## config.mk

```make
export PLATFORM = sky130hd
export DESIGN_NAME = dmc_controller
export DESIGN_NICKNAME = d
export VERILOG_FILES = /design/src/dmc_pkg.sv /design/src/dmc_debounce.sv /design/src/dmc_controller.sv
export SDC_FILE = /design/constraint.sdc
export NUM_CORES = 1
export LEC_CHECK = 0
export BUFFER_PORTS_ARGS = -buffer_cell sky130_fd_sc_hd__buf_2
export CELL_PAD_IN_SITES_DETAIL_PLACEMENT = 0
export CELL_PAD_IN_SITES_GLOBAL_PLACEMENT = 1
export CORE_MARGIN = 4
export CORE_UTILIZATION = 35
export DETAILED_ROUTE_END_ITERATION = 7
export PLACE_DENSITY = 0.7
export SYNTH_ARGS = -nofsm -noshare
export SYNTH_HDL_FRONTEND = slang
export SYNTH_SLANG_ARGS = --single-unit
```

## constraint.sdc

```tcl
create_clock -name hclk -period 2.2 [get_ports hclk]
set_clock_uncertainty 0.2 [all_clocks]
set_input_delay 0.22 -clock hclk [delete_from_list [all_inputs] [get_ports hclk]]
set_output_delay 0.22 -clock hclk [all_outputs]
set_load 0.01 [all_outputs]
```

## src/dmc_pkg.sv

```systemverilog
`default_nettype none
package dmc_pkg;

  // ****************************************************************
  // timing
  // ****************************************************************
  localparam int unsigned CLK_HZ         = 100_000_000;
  localparam int unsigned CYC_PER_MS     = CLK_HZ / 1000;
  localparam int unsigned DEBOUNCE_MS    = 10;
  localparam int unsigned DEBOUNCE_CYC   = CYC_PER_MS * DEBOUNCE_MS;
  localparam int unsigned BLINK_MS       = 500;
  localparam int unsigned BLINK_CYC      = CYC_PER_MS * BLINK_MS;
  localparam int unsigned STEER_WIN_MS   = 20;
  localparam int unsigned STEER_WIN_CYC  = CYC_PER_MS * STEER_WIN_MS;
  localparam int unsigned MOVE_LIMIT_MS  = 1000;
  localparam int unsigned MOVE_LIMIT_CYC = CYC_PER_MS * MOVE_LIMIT_MS;
  localparam int unsigned UNFIXED_MS     = 200;
  localparam int unsigned UNFIXED_CYC    = CYC_PER_MS * UNFIXED_MS;
  localparam int unsigned ACT_COUNT      = 4;

  // ****************************************************************
  // register map
  // ****************************************************************
  localparam logic [7:0]  CTRL_OFS       = 8'h00;
  localparam logic [7:0]  STATUS_OFS     = 8'h04;
  localparam logic [7:0]  SPEED_THR_OFS  = 8'h08;
  localparam logic [7:0]  CHASSIS_THR_OFS = 8'h0C;

  localparam int          CTRL_RUN_BIT        = 0;
  localparam int          CTRL_CLR_BIT        = 1;
  localparam int          CTRL_BAD_ROAD_LSB   = 8;
  localparam logic [31:0] CTRL_RST            = 32'h0000C001;

  localparam int          THR_HIGH_SPEED_LSB  = 0;
  localparam int          THR_ROLL_SPEED_LSB  = 8;
  localparam int          THR_LAUNCH_SPD_LSB  = 16;
  localparam logic [31:0] SPEED_THR_RST       = 32'h001E2878;

  localparam int          THR_ROLL_RATE_LSB   = 0;
  localparam int          THR_DECEL_LSB       = 8;
  localparam int          THR_THROTTLE_LSB    = 16;
  localparam int          THR_PITCH_LSB       = 24;
  localparam logic [31:0] CHASSIS_THR_RST     = 32'h50B4400A;

  localparam int          ST_FIRM_BIT    = 0;
  localparam int          ST_TARGET_LSB  = 1;
  localparam int          ST_POS_LSB     = 3;
  localparam int          ST_MOTOR_BIT   = 5;
  localparam int          ST_FAULT_BIT   = 6;
  localparam int          ST_DIR_BIT     = 7;
  localparam int          ST_RATE_LSB    = 8;
  localparam int          ST_FSM_LSB     = 16;

  // ****************************************************************
  // types
  // ****************************************************************
  // encoding equals {switch2, switch1}
  typedef enum logic [1:0] {
    STEP_UNFIXED = 2'h0,
    STEP_SOFT    = 2'h1,
    STEP_HARD    = 2'h2,
    STEP_MEDIUM  = 2'h3
  } dmc_step_t;

  typedef enum logic [1:0] {
    MOT_IDLE  = 2'h0,
    MOT_DRIVE = 2'h1,
    MOT_FAULT = 2'h3
  } dmc_motor_state_t;

endpackage : dmc_pkg
`default_nettype wire

```

## src/dmc_debounce.sv

```systemverilog
`timescale 1ns/10ps
`default_nettype none
module dmc_debounce #(
  parameter int unsigned WIDTH  = 3,
  parameter int unsigned STABLE = 1000000
) (
  input  wire logic             hclk,
  input  wire logic             hresetn,
  input  wire logic [WIDTH-1:0] raw,
  output var  logic [WIDTH-1:0] stable
);

  // a bit follows its input only after STABLE unchanged cycles
  genvar g;
  generate
    for (g = 0; g < WIDTH; g++) begin : g_bit
      logic [31:0] cnt_reg;
      always_ff @(posedge hclk or negedge hresetn) begin
        if (!hresetn) begin
          cnt_reg <= 32'h0;
          stable[g] <= 1'b0;
        end else if (raw[g] == stable[g]) begin
          cnt_reg <= 32'h0;
        end else if (cnt_reg >= 32'(STABLE - 1)) begin
          cnt_reg <= 32'h0;
          stable[g] <= raw[g];
        end else begin
          cnt_reg <= cnt_reg + 32'h1;
        end
      end
    end
  endgenerate

endmodule : dmc_debounce
`default_nettype wire

```

## src/dmc_controller.sv

```systemverilog
`timescale 1ns/10ps
`default_nettype none
module dmc_controller
  import dmc_pkg::*;
#(
  parameter int unsigned DEBOUNCE_CNT   = dmc_pkg::DEBOUNCE_CYC,
  parameter int unsigned BLINK_CNT      = dmc_pkg::BLINK_CYC,
  parameter int unsigned STEER_WIN_CNT  = dmc_pkg::STEER_WIN_CYC,
  parameter int unsigned MOVE_LIMIT_CNT = dmc_pkg::MOVE_LIMIT_CYC,
  parameter int unsigned UNFIXED_CNT    = dmc_pkg::UNFIXED_CYC
) (
  input  wire logic                            hclk,
  input  wire logic                            hresetn,
  input  wire logic                            hsel,
  input  wire logic [31:0]                     haddr,
  input  wire logic [1:0]                      htrans,
  input  wire logic                            hwrite,
  input  wire logic [2:0]                      hsize,
  input  wire logic [31:0]                     hwdata,
  input  wire logic                            hready,
  output var  logic                            hreadyout,
  output var  logic                            hresp,
  output var  logic [31:0]                     hrdata,
  input  wire logic                            mode_button,
  input  wire logic                            pos_contact1,
  input  wire logic                            pos_contact2,
  input  wire logic                            steer_pulse_a,
  input  wire logic                            steer_pulse_b,
  input  wire logic [7:0]                      speed_kmh,
  input  wire logic [7:0]                      throttle_pos,
  input  wire logic                            brake_on,
  input  wire logic [7:0]                      decel_level,
  input  wire logic [7:0]                      vertical_accel,
  output var  logic [dmc_pkg::ACT_COUNT-1:0]   motor_drive,
  output var  logic                            lamp_comfort,
  output var  logic                            lamp_firm
);
  import dmc_pkg::*;

  // ****************************************************************
  // declarations
  // ****************************************************************
  logic [31:0]      ctrl_reg;
  logic [31:0]      speed_thr_reg;
  logic [31:0]      chassis_thr_reg;
  logic             wr_pend_reg;
  logic [7:0]       wr_addr_reg;
  logic             clr_pulse_reg;
  logic [2:0]       clean;
  logic             button_prev_reg;
  logic             button_press;
  logic             firm_mode_reg;
  dmc_step_t        pos_code;
  dmc_step_t        target_reg;
  dmc_step_t        target_next;
  dmc_motor_state_t state_reg;
  dmc_motor_state_t state_next;
  logic             steer_a_prev_reg;
  logic             steer_rise;
  logic             steer_dir_reg;
  logic [31:0]      steer_win_reg;
  logic [7:0]       steer_edges_reg;
  logic [7:0]       steer_rate_reg;
  logic [31:0]      move_cnt_reg;
  logic [31:0]      unfixed_cnt_reg;
  logic             move_hit;
  logic             unfixed_hit;
  logic             breakdown_reg;
  logic [31:0]      blink_cnt_reg;
  logic             blink_reg;
  logic             want_hard;
  logic             want_medium;
  logic             bad_road;
  logic [31:0]      status_word;
  logic [31:0]      read_mux;
  logic             addr_phase;

  // ****************************************************************
  // AHB-Lite slave: zero wait states, always OKAY
  // ****************************************************************
  assign addr_phase = hsel && hready && htrans[1];

  always_ff @(posedge hclk or negedge hresetn) begin
    if (!hresetn) begin
      hreadyout <= 1'b0;
      hresp     <= 1'b0;
    end else begin
      hreadyout <= 1'b1;
      hresp     <= 1'b0;
    end
  end

  always_ff @(posedge hclk or negedge hresetn) begin
    if (!hresetn) begin
      wr_pend_reg <= 1'b0;
      wr_addr_reg <= 8'h00;
    end else begin
      wr_pend_reg <= addr_phase && hwrite;
      wr_addr_reg <= haddr[7:0];
    end
  end

  always_comb begin
    status_word = 32'h0;
    status_word[ST_FIRM_BIT]               = firm_mode_reg;
    status_word[ST_TARGET_LSB +: 2]        = target_reg;
    status_word[ST_POS_LSB +: 2]           = pos_code;
    status_word[ST_MOTOR_BIT]              = (state_reg == MOT_DRIVE);
    status_word[ST_FAULT_BIT]              = breakdown_reg;
    status_word[ST_DIR_BIT]                = steer_dir_reg;
    status_word[ST_RATE_LSB +: 8]          = steer_rate_reg;
    status_word[ST_FSM_LSB +: 2]           = state_reg;
  end

  // unmapped offsets read zero; the clear bit is write-only
  always_comb begin
    case (haddr[7:0])
      CTRL_OFS:        read_mux = ctrl_reg;
      STATUS_OFS:      read_mux = status_word;
      SPEED_THR_OFS:   read_mux = speed_thr_reg;
      CHASSIS_THR_OFS: read_mux = chassis_thr_reg;
      default:         read_mux = 32'h0;
    endcase
  end

  always_ff @(posedge hclk or negedge hresetn) begin
    if (!hresetn) begin
      hrdata <= 32'h0;
    end else if (addr_phase && !hwrite) begin
      hrdata <= read_mux;
    end else begin
      hrdata <= 32'h0;
    end
  end

  always_ff @(posedge hclk or negedge hresetn) begin
    if (!hresetn) begin
      ctrl_reg        <= CTRL_RST;
      speed_thr_reg   <= SPEED_THR_RST;
      chassis_thr_reg <= CHASSIS_THR_RST;
      clr_pulse_reg   <= 1'b0;
    end else begin
      clr_pulse_reg <= 1'b0;
      if (wr_pend_reg) begin
        case (wr_addr_reg)
          CTRL_OFS: begin
            ctrl_reg      <= hwdata & ~(32'h1 << CTRL_CLR_BIT);
            clr_pulse_reg <= hwdata[CTRL_CLR_BIT];
          end
          SPEED_THR_OFS:   speed_thr_reg   <= hwdata;
          CHASSIS_THR_OFS: chassis_thr_reg <= hwdata;
          default: begin
          end
        endcase
      end
    end
  end

  // ****************************************************************
  // inputs: debounce and press edge
  // ****************************************************************
  dmc_debounce #(
    .WIDTH  (3),
    .STABLE (DEBOUNCE_CNT)
  ) u_debounce (
    .hclk    (hclk),
    .hresetn (hresetn),
    .raw     ({pos_contact2, pos_contact1, mode_button}),
    .stable  (clean)
  );

  assign button_press = clean[0] && !button_prev_reg;
  assign pos_code     = dmc_step_t'({clean[2], clean[1]});

  always_ff @(posedge hclk or negedge hresetn) begin
    if (!hresetn) begin
      button_prev_reg <= 1'b0;
      firm_mode_reg   <= 1'b0;
    end else begin
      button_prev_reg <= clean[0];
      if (button_press) begin
        firm_mode_reg <= !firm_mode_reg;
      end
    end
  end

  chk_toggle_press: assert property (@(posedge hclk) disable iff (!hresetn)
    button_press |=> firm_mode_reg != $past(firm_mode_reg)) else $error("press did not toggle mode");

  // ****************************************************************
  // steering pulses: direction and rate per window
  // ****************************************************************
  assign steer_rise = steer_pulse_a && !steer_a_prev_reg;

  always_ff @(posedge hclk or negedge hresetn) begin
    if (!hresetn) begin
      steer_a_prev_reg <= 1'b0;
      steer_dir_reg    <= 1'b0;
    end else begin
      steer_a_prev_reg <= steer_pulse_a;
      // b already high at a's rise means b leads by a quarter cycle
      if (steer_rise) begin
        steer_dir_reg <= steer_pulse_b;
      end
    end
  end

  chk_dir_decode: assert property (@(posedge hclk) disable iff (!hresetn)
    steer_rise |=> steer_dir_reg == $past(steer_pulse_b)) else $error("steer direction wrong");

  always_ff @(posedge hclk or negedge hresetn) begin
    if (!hresetn) begin
      steer_win_reg   <= 32'h0;
      steer_edges_reg <= 8'h00;
      steer_rate_reg  <= 8'h00;
    end else if (steer_win_reg >= 32'(STEER_WIN_CNT - 1)) begin
      steer_win_reg   <= 32'h0;
      steer_edges_reg <= 8'h00;
      steer_rate_reg  <= steer_edges_reg;
    end else begin
      steer_win_reg <= steer_win_reg + 32'h1;
      // saturate so a fast spin never wraps to a low rate
      if (steer_rise && steer_edges_reg != 8'hFF) begin
        steer_edges_reg <= steer_edges_reg + 8'h01;
      end
    end
  end

  // ****************************************************************
  // step selection
  // ****************************************************************
  always_comb begin
    want_hard = 1'b0;
    want_medium = 1'b0;
    if (steer_rate_reg >= chassis_thr_reg[THR_ROLL_RATE_LSB +: 8] &&
        speed_kmh >= speed_thr_reg[THR_ROLL_SPEED_LSB +: 8]) begin
      want_hard = 1'b1;
    end
    if (brake_on && decel_level >= chassis_thr_reg[THR_DECEL_LSB +: 8]) begin
      want_hard = 1'b1;
    end
    if (throttle_pos >= chassis_thr_reg[THR_THROTTLE_LSB +: 8] &&
        speed_kmh < speed_thr_reg[THR_LAUNCH_SPD_LSB +: 8]) begin
      want_hard = 1'b1;
    end
    if (speed_kmh >= speed_thr_reg[THR_HIGH_SPEED_LSB +: 8]) begin
      want_medium = 1'b1;
    end
    if (vertical_accel >= chassis_thr_reg[THR_PITCH_LSB +: 8]) begin
      want_medium = 1'b1;
    end
  end

  assign bad_road = vertical_accel >= ctrl_reg[CTRL_BAD_ROAD_LSB +: 8];

  // only SOFT, MEDIUM and HARD are ever commanded
  always_comb begin
    if (firm_mode_reg) begin
      target_next = STEP_HARD;
    end else if (want_hard && !bad_road) begin
      target_next = STEP_HARD;
    end else if (want_hard || want_medium) begin
      target_next = STEP_MEDIUM;
    end else begin
      target_next = STEP_SOFT;
    end
  end

  always_ff @(posedge hclk or negedge hresetn) begin
    if (!hresetn) begin
      target_reg <= STEP_SOFT;
    end else begin
      target_reg <= target_next;
    end
  end

  chk_firm_hard: assert property (@(posedge hclk) disable iff (!hresetn)
    firm_mode_reg |=> target_reg == STEP_HARD) else $error("firm mode not HARD");
  chk_soft_default: assert property (@(posedge hclk) disable iff (!hresetn)
    !firm_mode_reg && !want_hard && !want_medium |=> target_reg == STEP_SOFT) else $error("idle comfort not SOFT");
  chk_bad_road_cap: assert property (@(posedge hclk) disable iff (!hresetn)
    !firm_mode_reg && bad_road |=> target_reg != STEP_HARD) else $error("HARD on bad road");

  // ****************************************************************
  // actuator motor
  // ****************************************************************
  always_comb begin
    case (state_reg)
      MOT_IDLE: begin
        if (ctrl_reg[CTRL_RUN_BIT] && !breakdown_reg && pos_code != target_reg) begin
          state_next = MOT_DRIVE;
        end else begin
          state_next = MOT_IDLE;
        end
      end
      MOT_DRIVE: begin
        if (breakdown_reg) begin
          state_next = MOT_FAULT;
        end else if (pos_code == target_reg || !ctrl_reg[CTRL_RUN_BIT]) begin
          state_next = MOT_IDLE;
        end else begin
          state_next = MOT_DRIVE;
        end
      end
      MOT_FAULT: begin
        state_next = breakdown_reg ? MOT_FAULT : MOT_IDLE;
      end
      default: state_next = MOT_IDLE;
    endcase
  end

  always_ff @(posedge hclk or negedge hresetn) begin
    if (!hresetn) begin
      state_reg <= MOT_IDLE;
    end else begin
      state_reg <= state_next;
    end
  end

  // one drive flop per actuator, all loaded from the same decision
  genvar a;
  generate
    for (a = 0; a < ACT_COUNT; a++) begin : g_act
      always_ff @(posedge hclk or negedge hresetn) begin
        if (!hresetn) begin
          motor_drive[a] <= 1'b0;
        end else begin
          motor_drive[a] <= (state_next == MOT_DRIVE);
        end
      end
    end
  endgenerate

  chk_motor_stop: assert property (@(posedge hclk) disable iff (!hresetn)
    pos_code == target_reg |=> motor_drive == '0) else $error("drive kept at target");
  chk_all_together: assert property (@(posedge hclk) disable iff (!hresetn)
    (motor_drive == '0) || (motor_drive == '1)) else $error("actuators driven apart");

  // ****************************************************************
  // breakdown detection
  // ****************************************************************
  assign move_hit    = (state_reg == MOT_DRIVE) && move_cnt_reg >= 32'(MOVE_LIMIT_CNT - 1);
  assign unfixed_hit = unfixed_cnt_reg >= 32'(UNFIXED_CNT - 1);

  always_ff @(posedge hclk or negedge hresetn) begin
    if (!hresetn) begin
      move_cnt_reg    <= 32'h0;
      unfixed_cnt_reg <= 32'h0;
    end else begin
      move_cnt_reg    <= (state_reg == MOT_DRIVE && !move_hit) ? move_cnt_reg + 32'h1 : 32'h0;
      unfixed_cnt_reg <= (pos_code == STEP_UNFIXED && !unfixed_hit) ? unfixed_cnt_reg + 32'h1 : 32'h0;
    end
  end

  // a new fault in the clearing cycle wins over the clear
  always_ff @(posedge hclk or negedge hresetn) begin
    if (!hresetn) begin
      breakdown_reg <= 1'b0;
    end else if (move_hit || unfixed_hit) begin
      breakdown_reg <= 1'b1;
    end else if (clr_pulse_reg) begin
      breakdown_reg <= 1'b0;
    end
  end

  chk_fault_set: assert property (@(posedge hclk) disable iff (!hresetn)
    move_hit || unfixed_hit |=> breakdown_reg ##1 state_reg != MOT_DRIVE) else $error("fault not raised");

  // ****************************************************************
  // mode lamps
  // ****************************************************************
  always_ff @(posedge hclk or negedge hresetn) begin
    if (!hresetn) begin
      blink_cnt_reg <= 32'h0;
      blink_reg     <= 1'b0;
    end else if (!breakdown_reg) begin
      blink_cnt_reg <= 32'h0;
      blink_reg     <= 1'b1;
    end else if (blink_cnt_reg >= 32'(BLINK_CNT - 1)) begin
      blink_cnt_reg <= 32'h0;
      blink_reg     <= !blink_reg;
    end else begin
      blink_cnt_reg <= blink_cnt_reg + 32'h1;
    end
  end

  always_ff @(posedge hclk or negedge hresetn) begin
    if (!hresetn) begin
      lamp_comfort <= 1'b0;
      lamp_firm    <= 1'b0;
    end else if (breakdown_reg) begin
      lamp_comfort <= blink_reg;
      lamp_firm    <= blink_reg;
    end else begin
      lamp_comfort <= !firm_mode_reg;
      lamp_firm    <= firm_mode_reg;
    end
  end

  chk_lamp_modes: assert property (@(posedge hclk) disable iff (!hresetn)
    !breakdown_reg && $past(hresetn) |=> lamp_firm == $past(firm_mode_reg) && lamp_comfort != lamp_firm) else $error("lamp mismatch");
  chk_blink_both: assert property (@(posedge hclk) disable iff (!hresetn)
    breakdown_reg |=> lamp_comfort == lamp_firm) else $error("lamps not blinking together");

endmodule : dmc_controller
`default_nettype wire

```

Word-level counts from Yosys, hierarchy flattened

Index checks and enable logic that the tools add are counted.

Register bits: 394
Latch bits: 0
Bits in writable memories: 0
Memory bits (read-only): 0
Logic and storage cells: 149
Memories: 0

Add/subtract/negate cells: 8
Multiply operators: 0
Div/mod/pow operators: 0
$lt $le $gt $ge: 15
Equal/unequal tests: 15
Shift operators: 0
Mux-type cells: 36
Bitwise logic cells: 3
Reductions and logical operators: 41

Operator list:

| kind                                                                | number |
|---|---|
| two-way mux 32 bit                                                  | 12 |
| adder 32 x 1 -> 32 bit, second input constant                       | 7 |
| one-hot mux 32 bit (4 select lines)                                 | 1 |
| greater-or-equal comparator 32 x 20 -> 1 bit, second input constant | 3 |
| greater-or-equal comparator 8 bit                                   | 7 |
| equality test 8 x 4 -> 1 bit, second input constant                 | 4 |
| greater-or-equal comparator 32 x 21 -> 1 bit, second input constant | 1 |
| greater-or-equal comparator 32 x 25 -> 1 bit, second input constant | 1 |
| greater-or-equal comparator 32 x 26 -> 1 bit, second input constant | 1 |
| greater-or-equal comparator 32 x 27 -> 1 bit, second input constant | 1 |
| logical AND 1 bit                                                   | 16 |
| zero test 8 bit                                                     | 2 |
| two-way mux 8 bit                                                   | 2 |
| two-way mux 1 bit                                                   | 15 |
| AND reduction 2 bit                                                 | 6 |
| zero test 1 bit                                                     | 10 |
| two-way mux 2 bit                                                   | 5 |
| adder 8 x 1 -> 8 bit, second input constant                         | 1 |
| equality test 8 x 3 -> 1 bit, second input constant                 | 1 |
| < comparator 8 bit                                                  | 1 |
| inequality test 8 bit, second input constant                        | 1 |
| one-hot mux 2 bit (3 select lines)                                  | 1 |
| equality test 2 x 1 -> 1 bit, second input constant                 | 2 |
| zero test 2 bit                                                     | 2 |
| other kinds (8)                                                     | 15 |

Logic depth before layout (Yosys ltp)

Depth after elaboration: 9
Gate-level depth with buffers: 9
Mapped depth without buffers: 8

By module

From an unflattened synthesis, not the netlist that was laid out.

Cells, all modules: 1583
Area total of the unflattened synthesis: 17843.4 um2

Modules (own cells, without submodules):

| module         | instances | cells an instance | area an instance (um2) | sequential area each (um2) |
|---|---|---|---|---|
| dmc_controller | 1         | 1221              | 13780.7                | 7410.9 |
| dmc_debounce   | 1         | 362               | 4062.6                 | 2477.4 |

Worst setup path after synthesis

OpenSTA, ideal clock, no wires.

Path type: flip-flop to flip-flop
Start: register unfixed_cnt_reg[0]
End: register unfixed_cnt_reg[9]
Arrival time: 1.979 ns
Slack: -0.048 ns
Stages on the path, launching flop included: 10
Path buffers: 2
Period minus slack after synthesis: 2.248 ns
Cells stage by stage: dfrtp_1 -> ha_1 -> nand3_1 -> o21ai_2 -> a2111oi_2 -> o2111ai_1 -> or3_1 -> buf_6 -> buf_12 -> nor2_4

Word-level cells in the longest chain between the ends: 4
Elaborated cells between the ends (all ways): 5

Ends and longest elaborated chain:

| element                                      | line                  | RTL |
|---|---|---|
| start, declared                              | dmc_controller.sv:65  | `logic [31:0] unfixed_cnt_reg;` |
| start signal, assigned                       | dmc_controller.sv:351 | `unfixed_cnt_reg <= (pos_code == STEP_UNFIXED && !unfixed_hit) ? unfixed_cnt_reg + 32'h1 : 32'h0;` |
| greater-or-equal comparator 32 x 25 -> 1 bit | dmc_controller.sv:343 | `assign unfixed_hit = unfixed_cnt_reg >= 32'(UNFIXED_CNT - 1);` |
| zero test 1 bit                              | dmc_controller.sv:351 |  |
| logical AND 1 bit                            | dmc_controller.sv:351 |  |
| two-way mux 32 bit (*)                       | dmc_controller.sv:351 |  |

Mark *: on every way between the ends. The rest lies on a longest branch, timed or not.
A chain may end at the register's enable or synchronous reset.

Final worst setup path

Start: register steer_win_reg[1]
End: register steer_rate_reg[1]

Word-level cells in the longest chain between the ends: 1

Ends and longest elaborated chain:

| element                                      | line                  | RTL |
|---|---|---|
| start, declared                              | dmc_controller.sv:61  | `logic [31:0] steer_win_reg;` |
| start signal, assigned                       | dmc_controller.sv:221 | `steer_win_reg <= steer_win_reg + 32'h1;` |
| greater-or-equal comparator 32 x 21 -> 1 bit | dmc_controller.sv:216 | `end else if (steer_win_reg >= 32'(STEER_WIN_CNT - 1)) begin` |
| end signal, assigned                         | dmc_controller.sv:219 | `steer_rate_reg <= steer_edges_reg;` |
| end, declared                                | dmc_controller.sv:63  | `logic [7:0] steer_rate_reg;` |

No other way between the ends.

==> metrics.csv <==
metric,value,unit
htree depth,2,
Via density,4.694,
CTS Buf Count,45,
fill cell count,4568,
cell area after synthesis,0.01791,mm^2
Yosys top cell area share,51.82,%
Cells after Synth,1583,
CTS root buf,clkbuf_16,
asr flop ratio synth,100.0,%
top post-synthesis cells by area,"dfrtp_1 (52%), ha_1 (5.0%), nor2_1 (4.7%)",
Max-slew headroom,39.68,%
crit-path cells,"ha_2, and3_4, a2111oi_4, o21ai_1, a21oi_2, buf_4, o21ai_4, mux2_4",
Hold Crit Start,throttle_pos[7],
Ys Warns,0,
pwr dens,672.8,mW/mm^2
Post-synth top flop,dfrtp_1,
Worst-Skew Late Latency,0.58,ns
Critical Path RT,2.44,ns
number of global-route vias before repair,12860,
mean area per synthesized cell,11.32,um^2
gp weighted congestion,0.7764,
chip width,234.2,um
WHS Endpoint,target_reg[1]$_DFF_PN0_,
Worst Path Buf+Inv,1,
worst r2r src,steer_win_reg[1]$_DFF_PN0_,
Detail Placement HPWL,29370,um
fraction of layout cells with a size suffix above 1,30.13,%
WS Path Type,flip-flop to flip-flop,
Slew Limit Fails,0,
Die Y-Extent,234.2,um
Clock Path Buffers,3,
total track usage,15.41,%
largest net degree at the start of global routing,62,
CP peak stage delay,0.40,ns
Hold WS,-0.04553,ns
Synth area leader,dfrtp_1,
final WL,43170,um
Core ar.,0.05038,mm^2
fmax,452.5,MHz
RSZ-0062 raised after global routing,true,
hold-critical path depth,6,
power consumption,0.01584,W
CP Capture Type,flip-flop,
worst-case reg-to-reg path depth,8,
crit path launch type,flip-flop,
worst setup margin,-0.009980,ns
global-route wire length before repair,67940,um
DR iter-0 viols,595,
Hold/Removal Path Class,primary input to flip-flop,
Die Footprint,0.05487,mm^2
final net count,2158,
CP startpoint,steer_win_reg[1]$_DFF_PN0_,
final cycle utilization of the critical path,100.5,%
worst-path fanout max,8,
Avg WL per Cell,16.08,um
failing checks,"negative hold slack, negative setup slack",
CP max stage cell,dfrtp_1,
most frequent cells after synthesis,"dfrtp_1 (371), nor2_1 (222), nand2_1 (100), xor2_1 (90), inv_1 (81)",
#FFs+latches synth,394,
sequential share of the synthesized area,55.20,%
Top Ports,152,
Tmin final,2.210,ns
worst path arrival time,2.45,ns
row count,82,
"count leader, synth",dfrtp_1,
IO Port Bufs,122,
clock-pin slew on the worst setup and hold paths,0.06,ns
Final Util,46.73,%
status,"finished, violations left",
max reg flops,96,
via count,12600,
TritonRoute pass-1 iters,7,
synth-to-layout area growth,31.39,%
Critical R2R Capture,steer_rate_reg[1]$_DFFE_PN0N_,
antenna violations before repair,2,
max cap viols,0,
Post-synth EDFFs,0,
post-route ant nets,0,
Leak,10.73,nW
Initial Util,35.56,%
CTS tree,yes,
library cells used by synthesis,69,
Reg2Reg Setup Slack,-0.01,ns
Fin. Hold Viols,1,
global route overflow,0,
clock sinks,394,
DRC,0,
final setup violating endpoints,1,
Worst-Margin Slew,0.9042,ns
family with the most delay on the worst path,compound AO/OA/AOI/OAI gates,
VDD IR max,0.0005625,V
==> logic make-up (layout without fill, tap and decap cells) <==
group / after synthesis / after routing / share of synthesized area [%]
flops: 394 / 394 / 55.20
other cells: 2 / 68 / 0.04192
simple gates: 581 / 581 / 16.32
fa+ha+maj: 71 / 71 / 4.959
buf+inv: 130 / 492 / 3.206
compound gates: 146 / 147 / 5.245
mux: 105 / 105 / 7.501
xor+xnor: 154 / 154 / 7.529
==> worst min-delay path: cells and delay by family <==
| family | cells | cell delay (ns) |
|---|---|---|
| simple gates | 1 | 0.06 |
| buf+inv | 1 | 0.08 |
| fa+ha+maj | 1 | 0.13 |
| compound gates | 3 | 0.21 |
==> metal layers <==
metal  global-route usage (%)  vias up  part of all wire (%)
li1                         -     6136                     -
met1                    21.33     6247                    46
met2                    25.42      171                    49
met3                    2.672       45                   3.5
met4                    3.602        0                   1.5
met5                        0        -                     0
==> power by group <==
group	internal, W	switching [W]	total [W]
clock	0.00437	0.00303	0.00740
sequential	0.00743	0.0000873	0.00752
combinational	0.000409	0.000509	0.000918
total	0.0122	0.00363	0.0158
==> how the worst max path moves through the flow <==
stage | depth (start not counted) | to
5_1_grt | 8 | move_cnt_reg[3]$_DFF_PN0_
3_3_place_gp | 7 | steer_rate_reg[6]$_DFFE_PN0N_
6_report | 8 | steer_rate_reg[1]$_DFFE_PN0N_
4_1_cts | 8 | steer_rate_reg[1]$_DFFE_PN0N_
3_5_place_dp | 7 | steer_rate_reg[0]$_DFFE_PN0N_
2_1_floorplan | 9 | steer_win_reg[20]$_DFF_PN0_
==> timing repair <==
action,in CTS,in global routing
buffers inserted,4,20
cloned,1,12
hold buffers,53,0
pin swaps,9,74
hold endpoints to repair,550,0
endpoints found under the setup margin,110,202
resized for setup,19,141
==> stage by stage <==
stage	cells	area, um^2	worst slack, ns	setup TNS, ns
6_report	2684	23540	-0.009980	-0.009980
5_1_grt	2684	23540	-0.09361	-5.082
4_1_cts	2652	22610	-0.003159	-0.003159
3_5_place_dp	2511	20470	-0.1676	-7.498
3_3_place_gp	2511	20470	-0.1509	-6.690
2_1_floorplan	1648	18180	0.005214	0
==> cell usage in the layout (no fill, tap or decap), types with 10 or more instances in the layout <==
master and instances:
dfrtp_1 369, nor2_1 161, buf_4 123, buf_2 121, nand2_1 97, xor2_1 90
inv_1 80, mux2_2 72, conb_1 67, ha_1 63, xnor2_1 62, nand3_1 59
nor2_4 56, clkbuf_16 53, dlygate4sd3_1 52, o21ai_0 44, nand4_1 42, a21oi_1 32
nor2_2 26, dfstp_2 23, and3_1 22, nor4_1 20, nor2b_1 20, buf_12 17
nor3_1 16, mux4_2 16, a21o_1 15, mux2i_1 15, clkbuf_1 12, clkbuf_8 10
clkinv_2 10
==> cell type report <==
cell class | count | area, um^2 | area share (%)
inverters | 81 | 304.0 | 1.292
flip-flops and latches | 394 | 9891 | 42.02
diodes | 1 | 2.502 | 0.01063
clock inverters | 16 | 160.2 | 0.6804
repair buffers | 328 | 2676 | 11.37
well taps | 672 | 840.8 | 3.572
clock buffers | 67 | 1309 | 5.560
multi-input cells | 1125 | 8356 | 35.50
Note: power is estimated with default switching activity, not from simulation.
